==> src/rtl/did_defs.vh <==
`ifndef DID_DEFS_VH
`define DID_DEFS_VH
// Decoded operation codes.
`define DID_OP_NONE        6'h00
`define DID_OP_LOAD_ACC_MOVE 6'h01
`define DID_OP_LTP         6'h02
`define DID_OP_LTS         6'h03
`define DID_OP_MAC         6'h04
`define DID_OP_MULTIPLY_ACCUMULATE_MOVE_OP        6'h05
`define DID_OP_MAR         6'h06
`define DID_OP_NOP         6'h07
`define DID_OP_MPY         6'h08
`define DID_OP_MPY_IMM     6'h09
`define DID_OP_MULTIPLY_ADD_PREV_OP        6'h0a
`define DID_OP_MULTIPLY_SUB_PREV_OP        6'h0b
`define DID_OP_NORMALISE_ACC_OP        6'h0c
`define DID_OP_OR_SHF      6'h0d
`define DID_OP_OR_16       6'h0e
`define DID_OP_POP_ACC     6'h0f
`define DID_OP_POP_TO_MEMORY_OP        6'h10
`define DID_OP_PUSH_FROM_MEMORY_OP        6'h11
`define DID_OP_PUSH_ACC    6'h12
`define DID_OP_RET         6'h13
`define DID_OP_CONDITIONAL_RETURN_OP        6'h14
`define DID_OP_RPT_IMM     6'h15
`define DID_OP_RPT_MEM     6'h16
`define DID_OP_STORE_HIGH_ACC_OP        6'h17
`define DID_OP_STORE_LOW_ACC_OP        6'h18
`define DID_OP_SET_CONTROL_BIT_OP        6'h19
`define DID_OP_STORE_LONG_IMMEDIATE_OP        6'h1a
`define DID_OP_SUBTRACT_NO_SIGNEXT_OP        6'h1b
`define DID_OP_SUBTRACT_BORROW_OP        6'h1c
`define DID_OP_TABLE_READ_OP        6'h1d
`define DID_OP_TABLE_WRITE_OP        6'h1e
`define DID_OP_XOR_SHF     6'h1f
`define DID_OP_XOR_16      6'h20
`define DID_OP_ZERO_LOAD_ROUND_OP        6'h21
// Status action low nibbles under the status prefix.
`define DID_ST_PREFIX      12'hbe4
`define DID_ST_PROG_BLK    4'h5
`define DID_ST_INT_DIS     4'h1
`define DID_ST_XF_SET      4'hd
`define DID_ST_CARRY       4'hf
`define DID_ST_OVM         4'h3
`define DID_ST_TC          4'hb
`define DID_ST_SXM         4'h7
// Fixed full-word codes.
`define DID_W_POP_ACC      16'hbe32
`define DID_W_PUSH_ACC     16'hbe3c
`define DID_W_OR_16        16'hbe82
`define DID_W_XOR_16       16'hbe83
`define DID_W_RET          16'hef00
// Cycle counts.
`define DID_CYC_ONE        3'h1
`define DID_CYC_TWO        3'h2
`define DID_CYC_THREE      3'h3
`define DID_CYC_FOUR       3'h4
`endif

==> src/rtl/did_decoder.v <==
// Operation
// RQ1 - 0111 0010 loads multiplicand, accumulates, moves
// RQ2 - 0111 0001 loads multiplicand, product to acc
// RQ3 - 0111 0100 loads multiplicand, subtracts product
// RQ4 - 1010 0010/0011 multiply-accumulate, two words three cycles
// RQ5 - 1000 1011 modify aux register; zero byte nop
// RQ6 - 0101 0100 multiply; 110C multiply immediate
// RQ7 - 0101 0000 multiply and add previous product
// RQ8 - 0101 0001 multiply and subtract previous product
// RQ9 - 1010 0000 normalise accumulator, one cycle
// RQ10 - OR immediate forms, two words two cycles
// RQ11 - be32 pops stack to low accumulator
// RQ12 - 1000 1010 pop to memory, 0111 0110 push
// RQ13 - be3c pushes low accumulator onto stack
// RQ14 - Conditional return four taken, two not
// RQ15 - Repeat count from immediate or memory
// RQ16 - 1001 stores high or low accumulator shifted
// RQ17 - Status prefix low nibble selects action
// RQ18 - Status actions: flag, carry, overflow, test, sign
// RQ19 - 1010 1110 stores long immediate, two words
// RQ20 - 0110 0110 subtract no extension, 0100 borrow
// RQ21 - Table read and write, three cycles
// RQ22 - XOR immediate forms, two words two cycles
// RQ23 - 0110 1000 zero, load high, round
// RQ24 - Two-word ops fetch second word as operand
// RQ25 - Multi-cycle ops stall later fetches; code stalls only ops of three or four cycles
`timescale 1ns/1ps
`default_nettype none
`include "did_defs.vh"
module did_decoder #(
  parameter WORD_W = 16
) (
  input  wire              i_ref_clk,      // Core clock, 40 MHz.
  input  wire              i_resetn,       // Synchronous reset, active low.
  input  wire              i_fetch_valid,  // Program word present.
  input  wire [WORD_W-1:0] i_fetch_word,   // Program word.
  input  wire              i_cond_true,    // Return condition met.
  output reg               o_fetch_ready,  // Decoder accepts a word.
  output reg               o_op_valid,     // Decoded op pulse.
  output reg  [5:0]        o_op_code,      // Decoded operation.
  output reg  [WORD_W-1:0] o_op_word,      // First instruction word.
  output reg  [WORD_W-1:0] o_operand,      // Second word, if any.
  output reg  [1:0]        o_op_words,     // Word count.
  output reg  [2:0]        o_op_cycles,    // Execute cycle count.
  output reg               o_unknown,      // Word outside this range.
  output reg               o_external_flag_output, // External flag pin.
  output reg               o_carry,        // Carry set by status op.
  output reg               o_ovf_mode,     // Overflow mode.
  output reg               o_test_flag,    // Test/control flag.
  output reg               o_sign_ext,     // Sign extension mode.
  output reg               o_int_disable,  // Interrupts disabled.
  output reg               o_blk_program   // Block is program memory.
);
  localparam ST_FIRST  = 2'h0;
  localparam ST_SECOND = 2'h1;
  localparam ST_STALL  = 2'h2;

  reg  [1:0] state_r;
  reg  [1:0] state_nxt;
  reg  [5:0] dec_code;
  reg  [1:0] dec_words;
  reg  [2:0] dec_cycles;
  reg        dec_known;
  reg  [5:0] pend_code_r;
  reg  [2:0] pend_cycles_r;
  wire [WORD_W-1:0] first_word;
  wire       stall_busy;
  wire       take_first;
  wire       take_second;
  wire       issue;
  wire [2:0] issue_cycles;

  // Returns the cycle count of a conditional return.
  function [2:0] ret_cycles;
    input taken;
    begin
      ret_cycles = taken ? `DID_CYC_FOUR : `DID_CYC_TWO; // [RQ14]
    end
  endfunction

  // Decodes one first word into operation, words and cycles.
  always @* begin
    dec_code   = `DID_OP_NONE;
    dec_words  = 2'h1;
    dec_cycles = `DID_CYC_ONE;
    dec_known  = 1'b1;
    if (i_fetch_word == `DID_W_POP_ACC) begin
      dec_code = `DID_OP_POP_ACC; // [RQ11]
    end else if (i_fetch_word == `DID_W_PUSH_ACC) begin
      dec_code = `DID_OP_PUSH_ACC; // [RQ13]
    end else if (i_fetch_word == `DID_W_OR_16) begin
      dec_code   = `DID_OP_OR_16; // [RQ10]
      dec_words  = 2'h2;
      dec_cycles = `DID_CYC_TWO;
    end else if (i_fetch_word == `DID_W_XOR_16) begin
      dec_code   = `DID_OP_XOR_16; // [RQ22]
      dec_words  = 2'h2;
      dec_cycles = `DID_CYC_TWO;
    end else if (i_fetch_word == `DID_W_RET) begin
      dec_code   = `DID_OP_RET; // [RQ14]
      dec_cycles = `DID_CYC_FOUR;
    end else if (i_fetch_word[15:4] == `DID_ST_PREFIX) begin
      dec_code = `DID_OP_SET_CONTROL_BIT_OP; // [RQ17]
      case (i_fetch_word[3:0])
        `DID_ST_PROG_BLK, `DID_ST_INT_DIS, `DID_ST_XF_SET, `DID_ST_CARRY,
        `DID_ST_OVM, `DID_ST_TC, `DID_ST_SXM: dec_known = 1'b1;
        default: begin
          dec_code  = `DID_OP_NONE;
          dec_known = 1'b0;
        end
      endcase
    end else if (i_fetch_word[15:4] == 12'hbfc) begin
      dec_code   = `DID_OP_OR_SHF; // [RQ10]
      dec_words  = 2'h2;
      dec_cycles = `DID_CYC_TWO;
    end else if (i_fetch_word[15:4] == 12'hbfd) begin
      dec_code   = `DID_OP_XOR_SHF; // [RQ22]
      dec_words  = 2'h2;
      dec_cycles = `DID_CYC_TWO;
    end else if (i_fetch_word[15:10] == 6'h3b) begin
      dec_code   = `DID_OP_CONDITIONAL_RETURN_OP; // [RQ14]
      dec_cycles = ret_cycles(i_cond_true);
    end else if (i_fetch_word[15:13] == 3'h6) begin
      dec_code = `DID_OP_MPY_IMM; // [RQ6]
    end else if (i_fetch_word[15:12] == 4'h9) begin
      dec_code = i_fetch_word[11] ? `DID_OP_STORE_HIGH_ACC_OP : `DID_OP_STORE_LOW_ACC_OP; // [RQ16]
    end else begin
      case (i_fetch_word[15:8])
        8'h72: dec_code = `DID_OP_LOAD_ACC_MOVE; // [RQ1]
        8'h71: dec_code = `DID_OP_LTP; // [RQ2]
        8'h74: dec_code = `DID_OP_LTS; // [RQ3]
        8'ha2, 8'ha3: begin
          dec_code   = i_fetch_word[8] ? `DID_OP_MULTIPLY_ACCUMULATE_MOVE_OP : `DID_OP_MAC; // [RQ4]
          dec_words  = 2'h2;
          dec_cycles = `DID_CYC_THREE;
        end
        8'h8b: dec_code = (i_fetch_word[7:0] == 8'h00) ?
                          `DID_OP_NOP : `DID_OP_MAR; // [RQ5]
        8'h54: dec_code = `DID_OP_MPY; // [RQ6]
        8'h50: dec_code = `DID_OP_MULTIPLY_ADD_PREV_OP; // [RQ7]
        8'h51: dec_code = `DID_OP_MULTIPLY_SUB_PREV_OP; // [RQ8]
        8'ha0: dec_code = `DID_OP_NORMALISE_ACC_OP; // [RQ9]
        8'h8a: dec_code = `DID_OP_POP_TO_MEMORY_OP; // [RQ12]
        8'h76: dec_code = `DID_OP_PUSH_FROM_MEMORY_OP; // [RQ12]
        8'hbb: dec_code = `DID_OP_RPT_IMM; // [RQ15]
        8'h0b: dec_code = `DID_OP_RPT_MEM; // [RQ15]
        8'hae: begin
          dec_code   = `DID_OP_STORE_LONG_IMMEDIATE_OP; // [RQ19]
          dec_words  = 2'h2;
          dec_cycles = `DID_CYC_TWO;
        end
        8'h66: dec_code = `DID_OP_SUBTRACT_NO_SIGNEXT_OP; // [RQ20]
        8'h64: dec_code = `DID_OP_SUBTRACT_BORROW_OP; // [RQ20]
        8'ha6, 8'ha7: begin
          dec_code   = i_fetch_word[8] ? `DID_OP_TABLE_WRITE_OP : `DID_OP_TABLE_READ_OP; // [RQ21]
          dec_cycles = `DID_CYC_THREE;
        end
        8'h68: dec_code = `DID_OP_ZERO_LOAD_ROUND_OP; // [RQ23]
        default: dec_known = 1'b0;
      endcase
    end
  end

  // A word is only taken while ready is shown, so nothing moves just
  // after reset or during a stall even if the fetch path offers a word.
  assign take_first  = (state_r == ST_FIRST) && i_fetch_valid &&
                       o_fetch_ready;
  assign take_second = (state_r == ST_SECOND) && i_fetch_valid &&
                       o_fetch_ready;
  // Unknown words raise their own pulse and never issue.
  assign issue = (take_first && (dec_words == 2'h1) && dec_known) ||
                 take_second;
  assign issue_cycles = take_second ? pend_cycles_r : dec_cycles;

  // Keeps the first word of a two-word op while its operand is fetched.
  did_word_reg #(
    .WIDTH (WORD_W)
  ) u_first (
    .i_ref_clk (i_ref_clk),
    .i_resetn  (i_resetn),
    .i_load    (take_first),
    .i_d       (i_fetch_word),
    .o_q       (first_word)
  );

  // Counts extra execute cycles of two-, three- and four-cycle ops.
  did_stall_cnt u_stall (
    .i_ref_clk (i_ref_clk),
    .i_resetn  (i_resetn),
    .i_start   (issue),
    .i_cycles  (issue_cycles),
    .o_busy    (stall_busy)
  );

  // Chooses the next fetch state.
  always @* begin
    state_nxt = state_r;
    case (state_r)
      ST_FIRST: begin
        if (take_first && dec_words == 2'h2) begin
          state_nxt = ST_SECOND; // [RQ24]
        end else if (issue && dec_cycles > `DID_CYC_TWO) begin
          state_nxt = ST_STALL; // [RQ25]
        end
      end
      ST_SECOND: begin
        if (take_second) begin
          state_nxt = (pend_cycles_r > `DID_CYC_TWO) ?
                      ST_STALL : ST_FIRST; // [RQ25]
        end
      end
      ST_STALL: begin
        if (!stall_busy && !o_fetch_ready) begin
          state_nxt = ST_STALL;
        end
        if (stall_busy == 1'b0 && o_op_valid == 1'b0) begin
          state_nxt = ST_FIRST; // [RQ25]
        end
      end
      default: state_nxt = ST_FIRST;
    endcase
  end

  // State, pending op and ready register.
  always @(posedge i_ref_clk) begin
    if (!i_resetn) begin
      state_r       <= ST_FIRST;
      pend_code_r   <= `DID_OP_NONE;
      pend_cycles_r <= `DID_CYC_ONE;
      o_fetch_ready <= 1'b0;
    end else begin
      state_r <= state_nxt;
      if (take_first) begin
        pend_code_r   <= dec_code;
        pend_cycles_r <= dec_cycles;
      end
      o_fetch_ready <= (state_nxt != ST_STALL); // [RQ25]
    end
  end

  // Issues the decoded op with its operand word.
  always @(posedge i_ref_clk) begin
    if (!i_resetn) begin
      o_op_valid  <= 1'b0;
      o_op_code   <= `DID_OP_NONE;
      o_op_word   <= {WORD_W{1'b0}};
      o_operand   <= {WORD_W{1'b0}};
      o_op_words  <= 2'h0;
      o_op_cycles <= 3'h0;
      o_unknown   <= 1'b0;
    end else begin
      o_op_valid <= issue && o_fetch_ready;
      o_unknown  <= take_first && !dec_known && o_fetch_ready;
      if (take_first && dec_words == 2'h1) begin
        o_op_code   <= dec_code;
        o_op_word   <= i_fetch_word;
        o_operand   <= {WORD_W{1'b0}};
        o_op_words  <= dec_words;
        o_op_cycles <= dec_cycles;
      end else if (take_second) begin
        o_op_code   <= pend_code_r;
        o_op_word   <= first_word;
        o_operand   <= i_fetch_word; // [RQ24]
        o_op_words  <= 2'h2;
        o_op_cycles <= pend_cycles_r;
      end
    end
  end

  // Applies status actions when a status op issues.
  always @(posedge i_ref_clk) begin
    if (!i_resetn) begin
      o_external_flag_output <= 1'b0;
      o_carry       <= 1'b0;
      o_ovf_mode    <= 1'b0;
      o_test_flag   <= 1'b0;
      o_sign_ext    <= 1'b0;
      o_int_disable <= 1'b0;
      o_blk_program <= 1'b0;
    end else if (take_first && o_fetch_ready &&
                 dec_code == `DID_OP_SET_CONTROL_BIT_OP) begin
      case (i_fetch_word[3:0])
        `DID_ST_XF_SET:   o_external_flag_output <= 1'b1; // [RQ18]
        `DID_ST_CARRY:    o_carry       <= 1'b1; // [RQ18]
        `DID_ST_OVM:      o_ovf_mode    <= 1'b1; // [RQ18]
        `DID_ST_TC:       o_test_flag   <= 1'b1; // [RQ18]
        `DID_ST_SXM:      o_sign_ext    <= 1'b1; // [RQ18]
        `DID_ST_INT_DIS:  o_int_disable <= 1'b1; // [RQ17]
        `DID_ST_PROG_BLK: o_blk_program <= 1'b1; // [RQ17]
        default:          o_carry       <= o_carry;
      endcase
    end
  end
endmodule // did_decoder
`default_nettype wire

==> src/rtl/did_stall_cnt.v <==
`timescale 1ns/1ps
`default_nettype none
module did_stall_cnt (
  input  wire       i_ref_clk, // Core clock.
  input  wire       i_resetn,  // Synchronous reset, active low.
  input  wire       i_start,   // Load the count.
  input  wire [2:0] i_cycles,  // Total execute cycles.
  output reg        o_busy     // High while extra cycles remain.
);
  reg [2:0] cnt_r;
  // Counts the extra execute cycles beyond the first.
  always @(posedge i_ref_clk) begin
    if (!i_resetn) begin
      cnt_r  <= 3'h0;
      o_busy <= 1'b0;
    end else if (i_start && i_cycles > 3'h1) begin
      cnt_r  <= i_cycles - 3'h1;
      o_busy <= 1'b1;
    end else if (cnt_r != 3'h0) begin
      cnt_r  <= cnt_r - 3'h1;
      o_busy <= (cnt_r > 3'h1);
    end else begin
      o_busy <= 1'b0;
    end
  end
endmodule // did_stall_cnt
`default_nettype wire

==> src/rtl/did_word_reg.v <==
`timescale 1ns/1ps
`default_nettype none
module did_word_reg #(
  parameter WIDTH = 16
) (
  input  wire             i_ref_clk, // Core clock.
  input  wire             i_resetn,  // Synchronous reset, active low.
  input  wire             i_load,    // Capture strobe.
  input  wire [WIDTH-1:0] i_d,       // Word to capture.
  output reg  [WIDTH-1:0] o_q        // Captured word.
);
  // Holds a word until the next capture strobe.
  always @(posedge i_ref_clk) begin
    if (!i_resetn) begin
      o_q <= {WIDTH{1'b0}};
    end else if (i_load) begin
      o_q <= i_d;
    end
  end
endmodule // did_word_reg
`default_nettype wire

==> config.mk <==
export PLATFORM = sky130hd
export DESIGN_NAME = did_decoder
export DESIGN_NICKNAME = d
export VERILOG_FILES = /design/src/rtl/did_decoder.v /design/src/rtl/did_stall_cnt.v /design/src/rtl/did_word_reg.v
export VERILOG_INCLUDE_DIRS = /design/src /design/src/rtl
export SDC_FILE = /design/constraint.sdc
export NUM_CORES = 1
export LEC_CHECK = 0
export BUFFER_PORTS_ARGS = -buffer_cell sky130_fd_sc_hd__buf_4
export CAP_MARGIN = 25
export CORE_MARGIN = 5
export CORE_UTILIZATION = 51
export CTS_CLUSTER_DIAMETER = 150
export DETAILED_ROUTE_END_ITERATION = 7
export MAX_ROUTING_LAYER = met4
export PLACE_DENSITY_LB_ADDON = 0.12
export SLEW_MARGIN = 20
export SYNTH_ARGS = -nofsm -noshare
export SYNTH_HDL_FRONTEND = slang
export SYNTH_SLANG_ARGS = --single-unit
==> constraint.sdc <==
create_clock -name i_ref_clk -period 6.02 [get_ports i_ref_clk]
set_input_delay 0.602 -clock i_ref_clk [delete_from_list [all_inputs] [get_ports i_ref_clk]]
set_output_delay 0.602 -clock i_ref_clk [all_outputs]
set_load 0.1 [all_outputs]
==> results of run 1 <==
worst min-delay path: cells and delay by family (launching register included):
family | cells | cell delay [ns]
AOI/OAI and AO/OA | 1 | 0.05
DFF | 1 | 0.32
and+or+nand+nor | 1 | 0.05
power groups by stage:
stage / clock [mW] / sequential, mW / combinational (mW)
2_1_floorplan: 0 / 0.694 / 0.142
3_3_place_gp: 0 / 0.615 / 0.274
3_5_place_dp: 0 / 0.617 / 0.279
4_1_cts: 0.426 / 0.604 / 0.280
5_1_grt: 0.453 / 0.608 / 0.303
6_report: 0.417 / 0.604 / 0.280
worst paths after layout:
path / start / end / slack [ns]
max reg2reg: o_fetch_ready / o_op_words[1] / 3.49
min: o_carry / o_carry / 0.45
max: i_fetch_word[9] / o_operand[12] / 3.11
min reg2reg: o_carry / o_carry / 0.45
state kept, by name (all words and copies together) (netlist names), 2 cells and up:
signal         count
o_op_code          6
o_op_word         16
u_stall.cnt_r      3
o_op_cycles        3
o_op_words         2
state_r            2
u_first.o_q       16
pend_code_r        6
o_operand         16
pend_cycles_r      3
cells by family (layout without fill, tap and decap cells):
logic type	Yosys count	count (layout)	synth area share, %
AOI/OAI and AO/OA	124	124	19.06
xor gates and xnor gates	2	2	0.3949
adders and majority gates	4	4	1.128
buffers and inverters	58	103	6.825
DFF	84	84	37.90
muxes	4	4	0.9306
and+or+nand+nor	300	300	33.76
layout by cell type (no fill, tap or decap), types with 6 or more instances in the layout:
master                       n
sky130_fd_sc_hd__nand4_1     8
sky130_fd_sc_hd__nand2b_1    6
sky130_fd_sc_hd__nand3_1    12
sky130_fd_sc_hd__nor2b_1     7
sky130_fd_sc_hd__nor2_1     49
sky130_fd_sc_hd__dfxtp_1    84
sky130_fd_sc_hd__nor3_1     11
sky130_fd_sc_hd__and3_1      7
sky130_fd_sc_hd__clkbuf_8    9
sky130_fd_sc_hd__inv_1       9
sky130_fd_sc_hd__a311oi_1   20
sky130_fd_sc_hd__o21ai_0    14
sky130_fd_sc_hd__a21oi_1    44
sky130_fd_sc_hd__nand2_1   143
sky130_fd_sc_hd__buf_4      77
per-stage QoR:
step / instances / total power [mW] / utilization [%] / area [sq um]
after detailed placement: 713 / 0.8959 / 57.02 / 4900
final: 729 / 1.301 / 59.33 / 5099
after global routing: 729 / 1.364 / 59.33 / 5099
after CTS: 729 / 1.310 / 59.33 / 5099
after global placement: 713 / 0.8897 / 56.96 / 4895
after floorplan: 576 / 0.8360 / - / 4437
Yosys cell counts, types with 5 or more instances:
cell	n
sky130_fd_sc_hd__nand2_1	143
sky130_fd_sc_hd__nand2b_1	6
sky130_fd_sc_hd__nand3b_1	5
sky130_fd_sc_hd__nor2b_1	7
sky130_fd_sc_hd__buf_2	11
sky130_fd_sc_hd__o21a_1	5
sky130_fd_sc_hd__inv_1	9
sky130_fd_sc_hd__a311oi_1	20
sky130_fd_sc_hd__nand3_1	13
sky130_fd_sc_hd__and3_1	7
sky130_fd_sc_hd__dfxtp_1	84
sky130_fd_sc_hd__nand4_1	8
sky130_fd_sc_hd__nor4_1	5
sky130_fd_sc_hd__nor3_1	12
sky130_fd_sc_hd__a31oi_1	5
sky130_fd_sc_hd__nor3b_1	6
sky130_fd_sc_hd__a21oi_1	44
sky130_fd_sc_hd__o21ai_0	14
sky130_fd_sc_hd__nor2_1	49
sky130_fd_sc_hd__buf_4	5
sky130_fd_sc_hd__clkbuf_1	25
metal layers:
layer | GRT usage (%) | part of all wire (%) | vias up
li1 | - | - | 2103
met1 | 33.39 | 45 | 2057
met2 | 39.47 | 47 | 172
met3 | 5.231 | 7.1 | 18
met4 | 6.275 | 1.3 | 0
met5 | - | 0 | -
area by class of cell:
| type | instances | area share, % |
|---|---|---|
| inverter | 10 | 0.7362 |
| clock buffer | 10 | 2.503 |
| sequential | 84 | 32.98 |
| tap | 108 | 2.650 |
| multi-input combinational | 434 | 48.39 |
| timing repair buffer | 77 | 11.34 |
| clock inverter | 6 | 1.399 |
==> impl_results.html, run 1 <==
<table>
<tr><th>Metric</th><th>Value</th></tr>
<tr><th colspan="2">Route</th></tr>
<tr><td>Average wire per cell in the routed design</td><td>17.71 um</td></tr>
<tr><td>Via-per-instance ratio</td><td>5.967</td></tr>
<tr><td>Post-DRT Antenna Nets</td><td>0</td></tr>
<tr><td>Final wirelength</td><td>12910 um</td></tr>
<tr><td>DR pass1 iterations</td><td>5</td></tr>
<tr><td>Iteration-0 DRC Markers</td><td>~240</td></tr>
<tr><td>Remaining design rule violation count</td><td>0</td></tr>
<tr><td>Overall via count from detail_route</td><td>4350</td></tr>
<tr><th colspan="2">Timing</th></tr>
<tr><td>Maximum operating frequency</td><td>between 0.3 and 0.4 GHz</td></tr>
<tr><td>Final hold violation count</td><td>0</td></tr>
<tr><td>Hold slack final</td><td>0.4527 ns</td></tr>
<tr><td>Final Max Tran Viols</td><td>0</td></tr>
<tr><td>Slack of the critical path</td><td>about 3.1 ns</td></tr>
<tr><td>Transition time of the tightest slew-check pin</td><td>approximately 0.78 ns</td></tr>
<tr><td>Final Critical Period</td><td>roughly 2.9 ns</td></tr>
<tr><td>Final period utilization</td><td>around half</td></tr>
<tr><td>Slew Limit Headroom</td><td>approximately 47%</td></tr>
<tr><td>Setup repair after global routing missed its margin</td><td>no</td></tr>
<tr><td>Finish-stage setup viols</td><td>0</td></tr>
<tr><td>Clock skew</td><td>around 0.013 ns</td></tr>
<tr><td>Total negative slack for setup checks</td><td>0 ns</td></tr>
<tr><th colspan="2">Pwr</th></tr>
<tr><td>Sw Pwr</td><td>around 0.43 mW</td></tr>
<tr><td>Sequential share of power</td><td>46.4%</td></tr>
<tr><td>Switching share of total power</td><td>about 33%</td></tr>
<tr><td>Max VDD drop</td><td>~0.15 mV</td></tr>
<tr><td>Comb pwr share</td><td>21.5%</td></tr>
<tr><td>Leakage power</td><td>a little under 2 nW</td></tr>
<tr><td>Internal power contribution</td><td>between 0.8 and 0.9 mW</td></tr>
<tr><td>Clk pwr share</td><td>roughly 32%</td></tr>
<tr><td>Power density over the cells</td><td>between 200 and 300 nW/um^2</td></tr>
<tr><th colspan="2">Global route</th></tr>
<tr><td>Antenna violations before repair</td><td>0</td></tr>
<tr><td>Global-route wire length before repair</td><td>20550 um</td></tr>
<tr><td>All-layer global routing usage</td><td>between 20% and 30%</td></tr>
<tr><td>Maximum number of pins on one net before global-route repair</td><td>46</td></tr>
<tr><td>Gr ovfl total</td><td>0</td></tr>
<tr><td>Via count of the first global-routing pass</td><td>approximately 4000</td></tr>
<tr><th colspan="2">Outcome</th></tr>
<tr><td>Result of the run</td><td>finished, final reports clean</td></tr>
<tr><th colspan="2">Place</th></tr>
<tr><td>Number of buffer cells added on primary ports</td><td>72</td></tr>
<tr><td>Worst slack at placement</td><td>roughly 2.8 ns</td></tr>
<tr><td>Post-DP HPWL</td><td>roughly 9000 um</td></tr>
<tr><td>Final RePlAce weighted congestion</td><td>1.016</td></tr>
<tr><th colspan="2">Worst setup path</th></tr>
<tr><td>Worst path required time</td><td>around 6.3 ns</td></tr>
<tr><td>Critical Path End Type</td><td>flip-flop</td></tr>
<tr><td>Arrival time at the worst endpoint</td><td>approximately 3.2 ns</td></tr>
<tr><td>Critical Path Slowest Stage Cell</td><td>sky130_fd_sc_hd__nand2_1</td></tr>
<tr><td>Worst Setup Path Type</td><td>in -&gt; reg</td></tr>
<tr><td>Crit-path max FO</td><td>38</td></tr>
<tr><td>Cell chain of the critical path</td><td>buf_4 -&gt; nor4bb_1 -&gt; nand3_1 -&gt; o21a_1 -&gt; nand3_1 -&gt; buf_4 -&gt; nand2_1 -&gt; a21oi_1</td></tr>
<tr><td>Worst path bufs/invs</td><td>2</td></tr>
<tr><td>Cell class contributing the biggest share of worst-path delay</td><td>simple AND/OR/NAND/NOR gates</td></tr>
<tr><td>Sort of element at the start of the critical path</td><td>input port</td></tr>
<tr><td>Number of cells on the critical path</td><td>8</td></tr>
<tr><td>Largest stage delay, worst path</td><td>~0.5 ns</td></tr>
<tr><td>Worst reg-to-reg path cell count</td><td>7</td></tr>
<tr><th colspan="2">Clock tree</th></tr>
<tr><td>Resized cells post-CTS</td><td>0</td></tr>
<tr><td>Clock tree from TritonCTS</td><td>yes</td></tr>
<tr><td>Number of hold-repair buffers added at the cts stage</td><td>0</td></tr>
<tr><td>Clock Root Buffer</td><td>sky130_fd_sc_hd__clkbuf_8</td></tr>
<tr><td>Total setup buffers inserted after CTS</td><td>0</td></tr>
<tr><td>Clock sink total</td><td>84</td></tr>
<tr><td>Clock buffer count from CTS</td><td>9</td></tr>
<tr><td>Clock Latency Late Sink</td><td>about 0.35 ns</td></tr>
<tr><td>Total number of H-tree levels</td><td>3</td></tr>
<tr><td>CTS clk-pin slew, worst paths</td><td>approximately 0.090 ns</td></tr>
<tr><td>Number of buffers on the longest clock path</td><td>2</td></tr>
<tr><th colspan="2">Yosys</th></tr>
<tr><td>Number of warning messages in the yosys log</td><td>0</td></tr>
<tr><td>Number of instances in the synthesized netlist</td><td>between 500 and 600</td></tr>
<tr><td>Synthesized netlist net count</td><td>600</td></tr>
<tr><td>Number of synthesized flops with an enable pin</td><td>0</td></tr>
<tr><td>Mean post-synth cell area</td><td>7.703 sq um</td></tr>
<tr><td>Post-Synthesis Cell Area</td><td>around 4400 sq um</td></tr>
<tr><td>Cell types with the largest area share after synthesis</td><td>sky130_fd_sc_hd__dfxtp_1, sky130_fd_sc_hd__nand2_1, sky130_fd_sc_hd__a21oi_1</td></tr>
<tr><td>Most instantiated flip-flop cell in the synthesis netlist</td><td>sky130_fd_sc_hd__dfxtp_1</td></tr>
<tr><td>Post-synthesis sequential area ratio</td><td>about 38%</td></tr>
<tr><td>Top cell type's share of synthesized area</td><td>37.90%</td></tr>
<tr><td>Synthesized flop and latch total</td><td>84</td></tr>
<tr><td>Fraction of synthesis flops using an asynchronous set or reset pin</td><td>0%</td></tr>
<tr><td>Largest area contributor in the netlist</td><td>sky130_fd_sc_hd__dfxtp_1</td></tr>
<tr><td>Number of library cell types mapped by synthesis</td><td>78</td></tr>
<tr><th colspan="2">Floorplan</th></tr>
<tr><td>Core outline area</td><td>between 8000 and 9000 sq um</td></tr>
<tr><td>Width of the chip</td><td>just over 100 um</td></tr>
<tr><td>Height of the chip</td><td>103.3 um</td></tr>
<tr><td>Number of primary I/O pins</td><td>73</td></tr>
<tr><td>Number of rows in the core area</td><td>34</td></tr>
<tr><td>Die ar.</td><td>between 10000 and 15000 sq um</td></tr>
<tr><td>Starting density of the core</td><td>51.63%</td></tr>
<tr><th colspan="2">Final layout</th></tr>
<tr><td>Fraction of final layout cells with drive strength greater than 1</td><td>19.16%</td></tr>
<tr><td>Net count of the finished layout</td><td>640</td></tr>
<tr><td>Total area of multi-input combinational cells</td><td>2467 sq um</td></tr>
<tr><td>Seq. cell area</td><td>1682 sq um</td></tr>
<tr><td>Number of fillers in the final layout</td><td>roughly 820</td></tr>
<tr><td>P&amp;R area growth vs syn</td><td>14.92%</td></tr>
<tr><td>Ant. Diodes</td><td>0</td></tr>
<tr><th colspan="2">Min path</th></tr>
<tr><td>Hold depth</td><td>2</td></tr>
<tr><td>Class of the tightest hold or removal check</td><td>reg -&gt; reg</td></tr>
<tr><th colspan="2">Run</th></tr>
<tr><td>Maximum Capacitance Violations</td><td>0</td></tr>
</table>
No activity file was read; power rests on OpenSTA's default activity.
==> run 2: changes to the inputs <==
- clock period: 6.02 -> 2.5 ns (I/O delays scaled with it)
==> run 2 against run 1 <==
Worst hold slack lost 0.28 ns. Power grew 140%. Register-to-register slack lost 3.0 ns. Sequential share of layout area shrank 1.4 points. Worst setup slack lost 2.8 ns. Non-clock buffer count grew 27. Global-route usage grew 0.49 points. Largest power group unchanged.
==> impl_results.html, run 2 (same netlist as run 1, synthesis figures left out) <==
<table>
<tr><th>Metric</th><th>Value</th></tr>
<tr><th colspan="2">Floorplan</th></tr>
<tr><td>Die ar.</td><td>roughly 11000 sq um</td></tr>
<tr><td>Width of the chip</td><td>just over 100 um</td></tr>
<tr><td>Height of the chip</td><td>approximately 100 um</td></tr>
<tr><td>Core outline area</td><td>roughly 8600 sq um</td></tr>
<tr><td>Starting density of the core</td><td>between 50 and 60%</td></tr>
<tr><td>Number of primary I/O pins</td><td>73</td></tr>
<tr><td>Number of rows in the core area</td><td>34</td></tr>
<tr><th colspan="2">Final layout</th></tr>
<tr><td>Largest registers</td><td>o_op_word (16), o_operand (16), u_first.o_q (16)</td></tr>
<tr><td>Ant. Diodes</td><td>0</td></tr>
<tr><td>Area of all placed cells without fillers</td><td>between 5000 and 6000 sq um</td></tr>
<tr><td>Net count of the finished layout</td><td>between 600 and 700</td></tr>
<tr><td>P&amp;R area growth vs syn</td><td>20.11%</td></tr>
<tr><td>Core utilization of the finished layout</td><td>slightly above 60%</td></tr>
<tr><td>Non-Filler Instances</td><td>756</td></tr>
<tr><td>Commonest non-fill, non-tap cells in the layout</td><td>sky130_fd_sc_hd__nand2_1, sky130_fd_sc_hd__buf_4, sky130_fd_sc_hd__dfxtp_1, sky130_fd_sc_hd__nor2_1, sky130_fd_sc_hd__a21oi_1</td></tr>
<tr><td>Most common cell after layout, fill and taps aside</td><td>sky130_fd_sc_hd__nand2_1</td></tr>
<tr><td>Fraction of final layout cells with drive strength greater than 1</td><td>a little under a quarter</td></tr>
<tr><th colspan="2">Route</th></tr>
<tr><td>Final wirelength</td><td>13010 um</td></tr>
<tr><td>Highest routing layer actually used</td><td>met4</td></tr>
<tr><td>Overall via count from detail_route</td><td>~4400</td></tr>
<tr><td>Average wire per cell in the routed design</td><td>roughly 17 um</td></tr>
<tr><td>DR WL met2</td><td>around 6400 um</td></tr>
<tr><td>DR pass1 iterations</td><td>5</td></tr>
<tr><td>Post-DRT Antenna Nets</td><td>0</td></tr>
<tr><td>Via-per-instance ratio</td><td>around 5.8</td></tr>
<tr><td>Wire length on met1</td><td>between 5000 and 6000 um</td></tr>
<tr><td>Remaining design rule violation count</td><td>0</td></tr>
<tr><td>Routed wire length on met3</td><td>about 700 um</td></tr>
<tr><td>Iteration-0 DRC Markers</td><td>around 250</td></tr>
<tr><th colspan="2">Place</th></tr>
<tr><td>Final RePlAce weighted congestion</td><td>about 0.95</td></tr>
<tr><td>Number of buffer cells added on primary ports</td><td>72</td></tr>
<tr><td>Placed instance area</td><td>5124 sq um</td></tr>
<tr><td>Worst slack at placement</td><td>-0.002551 ns</td></tr>
<tr><td>Dpl cells</td><td>740</td></tr>
<tr><td>Post-DP HPWL</td><td>9315 um</td></tr>
<tr><th colspan="2">Timing</th></tr>
<tr><td>Setup repair after global routing missed its margin</td><td>no</td></tr>
<tr><td>Finish-stage setup viols</td><td>0</td></tr>
<tr><td>Transition time of the tightest slew-check pin</td><td>slightly above 0.6 ns</td></tr>
<tr><td>Final Critical Period</td><td>around 2.1 ns</td></tr>
<tr><td>Slack of the critical path</td><td>around 0.35 ns</td></tr>
<tr><td>Final Max Tran Viols</td><td>0</td></tr>
<tr><td>Hold slack final</td><td>between 0.15 and 0.2 ns</td></tr>
<tr><td>Clock skew</td><td>approximately 0.012 ns</td></tr>
<tr><td>Final hold violation count</td><td>0</td></tr>
<tr><td>Total negative slack for setup checks</td><td>0 ns</td></tr>
<tr><td>Final period utilization</td><td>between 80% and 90%</td></tr>
<tr><td>Slew Limit Headroom</td><td>58.86%</td></tr>
<tr><td>Maximum operating frequency</td><td>roughly 0.47 GHz</td></tr>
<tr><th colspan="2">Clock tree</th></tr>
<tr><td>Clock Latency Late Sink</td><td>about 0.36 ns</td></tr>
<tr><td>Total number of H-tree levels</td><td>3</td></tr>
<tr><td>CTS clk-pin slew, worst paths</td><td>roughly 0.09 ns</td></tr>
<tr><td>Resized cells post-CTS</td><td>0</td></tr>
<tr><td>Number of buffers on the longest clock path</td><td>2</td></tr>
<tr><td>Total setup buffers inserted after CTS</td><td>0</td></tr>
<tr><td>Clock tree from TritonCTS</td><td>yes</td></tr>
<tr><td>Clock sink total</td><td>84</td></tr>
<tr><td>Number of hold-repair buffers added at the cts stage</td><td>0</td></tr>
<tr><td>Clock buffer count from CTS</td><td>9</td></tr>
<tr><td>Clock Root Buffer</td><td>sky130_fd_sc_hd__clkbuf_8</td></tr>
<tr><th colspan="2">Global route</th></tr>
<tr><td>Via count of the first global-routing pass</td><td>about 4100</td></tr>
<tr><td>Antenna violations before repair</td><td>0</td></tr>
<tr><td>Global-route wire length before repair</td><td>about 21000 um</td></tr>
<tr><td>Maximum number of pins on one net before global-route repair</td><td>40</td></tr>
<tr><td>Gr ovfl total</td><td>0</td></tr>
<tr><td>All-layer global routing usage</td><td>about a quarter</td></tr>
<tr><th colspan="2">Run</th></tr>
<tr><td>Maximum Capacitance Violations</td><td>0</td></tr>
<tr><th colspan="2">Worst setup path</th></tr>
<tr><td>Arrival time at the worst endpoint</td><td>~2.4 ns</td></tr>
<tr><td>Critical Path Slowest Stage Cell</td><td>sky130_fd_sc_hd__or4b_4</td></tr>
<tr><td>Worst Setup Path Type</td><td>in -&gt; reg</td></tr>
<tr><td>Sort of element at the start of the critical path</td><td>input port</td></tr>
<tr><td>Crit-path max FO</td><td>21</td></tr>
<tr><td>Worst path required time</td><td>2.78 ns</td></tr>
<tr><td>Largest stage delay, worst path</td><td>about 0.55 ns</td></tr>
<tr><td>Critical Path End Type</td><td>flip-flop</td></tr>
<tr><td>Cell chain of the critical path</td><td>buf_4 -&gt; or4b_4 -&gt; or3_1 -&gt; o211ai_1 -&gt; nor4_2 -&gt; a31oi_1 -&gt; o21a_2 -&gt; buf_4 -&gt; mux2i_1</td></tr>
<tr><td>Most frequent cell on the critical path</td><td>sky130_fd_sc_hd__buf_4</td></tr>
<tr><th colspan="2">Min path</th></tr>
<tr><td>Class of the tightest hold or removal check</td><td>in -&gt; reg</td></tr>
<tr><th colspan="2">Pwr</th></tr>
<tr><td>Total Power Consumption</td><td>~3.2 mW</td></tr>
<tr><td>Leakage power</td><td>~2.1 nW</td></tr>
<tr><td>Power density over the cells</td><td>between 500 and 600 nW/um^2</td></tr>
<tr><td>Max VDD drop</td><td>0.3262 mV</td></tr>
<tr><th colspan="2">Outcome</th></tr>
<tr><td>Result of the run</td><td>finished, final reports clean</td></tr>
</table>
## run 2: cell types whose count changed in the layout (fill, tap and decap cells not counted)
cell,delta
sky130_fd_sc_hd__dfxtp_2,+1
sky130_fd_sc_hd__buf_4,+25
sky130_fd_sc_hd__buf_12,+2
sky130_fd_sc_hd__nand3_1,+1
sky130_fd_sc_hd__clkbuf_1,-1
sky130_fd_sc_hd__clkinv_4,+1
sky130_fd_sc_hd__inv_6,+1
sky130_fd_sc_hd__nand3_2,-1
sky130_fd_sc_hd__clkinvlp_4,-1
sky130_fd_sc_hd__dfxtp_1,-1
## run 2: report_power, final
group / total, mW / internal [mW] / switching, mW
combinational: 0.704 / 0.225 / 0.479
sequential: 1.45 / 1.41 / 0.0433
clock: 1.02 / 0.480 / 0.542
## run 2: final cells by class
| type | instances | area (sq um) |
|---|---|---|
| well taps | 108 | 135.1 |
| inverters | 10 | 37.54 |
| repair buffers | 104 | 805.8 |
| clock buffers | 9 | 123.9 |
| fillers | 819 | 3264 |
| multi-input cells | 434 | 2462 |
| flip-flops and latches | 84 | 1683 |
| clock inverters | 7 | 81.33 |
## run 2: worst max-delay path, delay by kind of cell
kind	cells	cell delay, ns
AOI/OAI and AO/OA	3	0.71
buffers and inverters	2	0.29
muxes	1	0.18
and+or+nand+nor	3	0.99
## run 2: path summary, 6_finish.rpt
| check | from | to | slack, ns | cells past startpoint |
|---|---|---|---|---|
| setup reg to reg | o_fetch_ready | u_stall.cnt_r[2] | 0.50 | 7 |
| setup / recovery | i_fetch_word[12] | u_stall.cnt_r[2] | 0.35 | 9 |
| hold / removal | i_fetch_word[6] | o_operand[6] | 0.18 | 3 |
| hold reg to reg | u_first.o_q[13] | u_first.o_q[13] | 0.46 | 2 |
## run 2: metal layers
metal / GRT usage [%] / vias up
met4: 5.876 / 0
met5: - / -
met3: 4.561 / 17
met1: 34.30 / 2055
li1: - / 2158
met2: 40.75 / 124
==> run 3: changes to the inputs <==
--- a/config.mk
+++ b/config.mk
@@ -7,5 +7,4 @@
 export NUM_CORES = 1
 export LEC_CHECK = 0
-export BUFFER_PORTS_ARGS = -buffer_cell sky130_fd_sc_hd__buf_4
 export CAP_MARGIN = 25
 export CORE_MARGIN = 5
@@ -13,4 +12,5 @@
 export CTS_CLUSTER_DIAMETER = 150
 export DETAILED_ROUTE_END_ITERATION = 7
+export DONT_BUFFER_PORTS = 1
 export MAX_ROUTING_LAYER = met4
 export PLACE_DENSITY_LB_ADDON = 0.12
==> constraint.sdc (replaced) <==
create_clock -name i_ref_clk -period 2.5 [get_ports i_ref_clk]
set_input_delay 0.375 -clock i_ref_clk [delete_from_list [all_inputs] [get_ports i_ref_clk]]
set_output_delay 0.375 -clock i_ref_clk [all_outputs]
set_load 0.1 [all_outputs]
==> run 3 against run 2 <==
Clock-buffer cell count is the same. Fmax grew 5.6%. Via count shrank 2.5%. Sequential share of layout area grew 1.6 points. Power shrank 3.1%. Core utilization shrank 3.0 points. Cell area shrank 4.9%. Largest power group unchanged. Highest routed layer unchanged.
==> impl_results.html, run 3 (same netlist as run 1, synthesis figures left out) <==
<table>
<tr><th>Metric</th><th>Value</th></tr>
<tr><th colspan="2">Timing</th></tr>
<tr><td>Hold slack final</td><td>about 0.11 ns</td></tr>
<tr><td>Final hold violation count</td><td>0</td></tr>
<tr><td>Transition time of the tightest slew-check pin</td><td>between 0.5 and 0.6 ns</td></tr>
<tr><td>Slew Limit Headroom</td><td>61.55%</td></tr>
<tr><td>Total negative slack for setup checks</td><td>0 ns</td></tr>
<tr><td>Clock skew</td><td>0.006469 ns</td></tr>
<tr><td>Setup repair after global routing missed its margin</td><td>no</td></tr>
<tr><td>Finish-stage setup viols</td><td>0</td></tr>
<tr><td>Final Max Tran Viols</td><td>0</td></tr>
<tr><td>Final period utilization</td><td>between 80% and 90%</td></tr>
<tr><td>Slack of the critical path</td><td>approximately 0.47 ns</td></tr>
<tr><td>Final Critical Period</td><td>~2 ns</td></tr>
<tr><td>Maximum operating frequency</td><td>a little under 0.5 GHz</td></tr>
<tr><th colspan="2">Clock tree</th></tr>
<tr><td>Clock tree from TritonCTS</td><td>yes</td></tr>
<tr><td>Clock buffer count from CTS</td><td>9</td></tr>
<tr><td>Clock Root Buffer</td><td>sky130_fd_sc_hd__clkbuf_8</td></tr>
<tr><td>Clock sink total</td><td>84</td></tr>
<tr><td>CTS clk-pin slew, worst paths</td><td>roughly 0.090 ns</td></tr>
<tr><td>Total setup buffers inserted after CTS</td><td>0</td></tr>
<tr><td>Total number of H-tree levels</td><td>3</td></tr>
<tr><td>Clock Latency Late Sink</td><td>roughly 0.36 ns</td></tr>
<tr><td>Resized cells post-CTS</td><td>0</td></tr>
<tr><td>Number of buffers on the longest clock path</td><td>2</td></tr>
<tr><td>Number of hold-repair buffers added at the cts stage</td><td>0</td></tr>
<tr><th colspan="2">Global route</th></tr>
<tr><td>All-layer global routing usage</td><td>about a quarter</td></tr>
<tr><td>Gr ovfl total</td><td>0</td></tr>
<tr><td>Antenna violations before repair</td><td>0</td></tr>
<tr><td>Maximum number of pins on one net before global-route repair</td><td>46</td></tr>
<tr><td>Global-route wire length before repair</td><td>between 20000 and 25000 um</td></tr>
<tr><td>Via count of the first global-routing pass</td><td>3894</td></tr>
<tr><th colspan="2">Route</th></tr>
<tr><td>Final wirelength</td><td>12680 um</td></tr>
<tr><td>Remaining design rule violation count</td><td>0</td></tr>
<tr><td>Post-DRT Antenna Nets</td><td>0</td></tr>
<tr><td>DR pass1 iterations</td><td>5</td></tr>
<tr><td>Overall via count from detail_route</td><td>4247</td></tr>
<tr><td>Iteration-0 DRC Markers</td><td>roughly 290</td></tr>
<tr><td>Average wire per cell in the routed design</td><td>between 15 and 20 um</td></tr>
<tr><td>Via-per-instance ratio</td><td>roughly 6</td></tr>
<tr><th colspan="2">Pwr</th></tr>
<tr><td>Power density over the cells</td><td>a little over 600 nW/um^2</td></tr>
<tr><td>Total Power Consumption</td><td>3.083 mW</td></tr>
<tr><td>Max VDD drop</td><td>around 0.48 mV</td></tr>
<tr><td>Leakage power</td><td>about 1.9 nW</td></tr>
<tr><th colspan="2">Floorplan</th></tr>
<tr><td>Number of rows in the core area</td><td>34</td></tr>
<tr><td>Number of primary I/O pins</td><td>73</td></tr>
<tr><td>Die ar.</td><td>between 10000 and 15000 sq um</td></tr>
<tr><td>Core outline area</td><td>8593 sq um</td></tr>
<tr><td>Width of the chip</td><td>103.3 um</td></tr>
<tr><td>Height of the chip</td><td>between 100 and 150 um</td></tr>
<tr><td>Starting density of the core</td><td>51.63%</td></tr>
<tr><th colspan="2">Worst setup path</th></tr>
<tr><td>Arrival time at the worst endpoint</td><td>between 2 and 2.5 ns</td></tr>
<tr><td>Critical Path End Type</td><td>flip-flop</td></tr>
<tr><td>Cell chain of the critical path</td><td>or4b_4 -&gt; or3_1 -&gt; o211ai_1 -&gt; nor4_2 -&gt; a31oi_1 -&gt; o21a_2 -&gt; mux2i_1</td></tr>
<tr><td>Worst path bufs/invs</td><td>0</td></tr>
<tr><td>Worst path required time</td><td>around 2.8 ns</td></tr>
<tr><td>Crit-path max FO</td><td>21</td></tr>
<tr><td>Sort of element at the start of the critical path</td><td>input port</td></tr>
<tr><td>Worst Setup Path Type</td><td>in -&gt; reg</td></tr>
<tr><td>Cell class contributing the biggest share of worst-path delay</td><td>simple AND/OR/NAND/NOR gates</td></tr>
<tr><td>Largest stage delay, worst path</td><td>0.55 ns</td></tr>
<tr><td>Critical Path Slowest Stage Cell</td><td>sky130_fd_sc_hd__or4b_4</td></tr>
<tr><th colspan="2">Run</th></tr>
<tr><td>Maximum Capacitance Violations</td><td>0</td></tr>
<tr><th colspan="2">Place</th></tr>
<tr><td>Worst slack at placement</td><td>about 0.10 ns</td></tr>
<tr><td>Dpl cells</td><td>between 700 and 800</td></tr>
<tr><td>Post-DP HPWL</td><td>8793 um</td></tr>
<tr><td>Number of buffer cells added on primary ports</td><td>0</td></tr>
<tr><td>Final RePlAce weighted congestion</td><td>about 0.94</td></tr>
<tr><td>Placed instance area</td><td>approximately 4900 sq um</td></tr>
<tr><th colspan="2">Outcome</th></tr>
<tr><td>Result of the run</td><td>finished, final reports clean</td></tr>
<tr><th colspan="2">Final layout</th></tr>
<tr><td>Most common cell after layout, fill and taps aside</td><td>sky130_fd_sc_hd__nand2_1</td></tr>
<tr><td>Commonest non-fill, non-tap cells in the layout</td><td>sky130_fd_sc_hd__nand2_1, sky130_fd_sc_hd__dfxtp_1, sky130_fd_sc_hd__buf_4, sky130_fd_sc_hd__nor2_1, sky130_fd_sc_hd__a21oi_1</td></tr>
<tr><td>Non-Filler Instances</td><td>a little over 700</td></tr>
<tr><td>Fraction of final layout cells with drive strength greater than 1</td><td>18.54%</td></tr>
<tr><td>Largest registers</td><td>o_op_word (16), o_operand (16), u_first.o_q (16)</td></tr>
<tr><td>Number of fillers in the final layout</td><td>between 800 and 900</td></tr>
<tr><td>Net count of the finished layout</td><td>roughly 630</td></tr>
<tr><td>P&amp;R area growth vs syn</td><td>14.24%</td></tr>
<tr><td>Ant. Diodes</td><td>0</td></tr>
<tr><td>Area of all placed cells without fillers</td><td>roughly 5100 sq um</td></tr>
<tr><td>Core utilization of the finished layout</td><td>58.98%</td></tr>
<tr><th colspan="2">Min path</th></tr>
<tr><td>Class of the tightest hold or removal check</td><td>in -&gt; reg</td></tr>
</table>
-- run 3: changes by cell type in the layout (fill, tap and decap cells not counted) --
cell	delta
sky130_fd_sc_hd__buf_4	-32
sky130_fd_sc_hd__buf_12	-1
sky130_fd_sc_hd__clkinv_4	+1
sky130_fd_sc_hd__inv_6	-1
-- run 3: layer usage --
layer / vias to the layer above / GRT usage (%) / share of wire [%]
met5: - / - / 0
met4: 0 / 3.386 / 1.0
met3: 15 / 5.500 / 7.3
met2: 158 / 40.60 / 48
met1: 1980 / 32.85 / 43
li1: 2094 / - / -
-- run 3: power breakdown --
group	leakage, nW	switching [mW]	internal [mW]
Clock	0.106	0.545	0.478
Combinational	1.15	0.413	0.194
Sequential	0.686	0.0411	1.41
-- run 3: area by class of cell --
class	count	area (sq um)	share of cell area (%)
well taps	108	135.1	2.666
clock buffers	9	123.9	2.444
flip-flops and latches	84	1683	33.20
inverters	10	37.54	0.7406
repair buffers	71	545.5	10.76
clock inverters	7	81.33	1.605
multi-input cells	434	2462	48.58
-- run 3: final timing paths --
check	slack, ns	to	startpoint	depth (start not counted)
max reg2reg	0.52	u_stall.cnt_r[1]	o_fetch_ready	6
max	0.47	u_stall.cnt_r[1]	i_fetch_word[10]	7
min	0.11	o_sign_ext	i_fetch_word[3]	1
min reg2reg	0.46	o_operand[2]	o_operand[2]	2
-- run 3: worst reg2reg max path, stage by stage (launching register included) --
cell	delay, ns
sky130_fd_sc_hd__dfxtp_2	0.37
sky130_fd_sc_hd__nand2_1	0.13
sky130_fd_sc_hd__nor3_2	0.38
sky130_fd_sc_hd__a31oi_1	0.24
sky130_fd_sc_hd__a31oi_1	0.33
sky130_fd_sc_hd__o21a_2	0.26
sky130_fd_sc_hd__mux2i_1	0.21
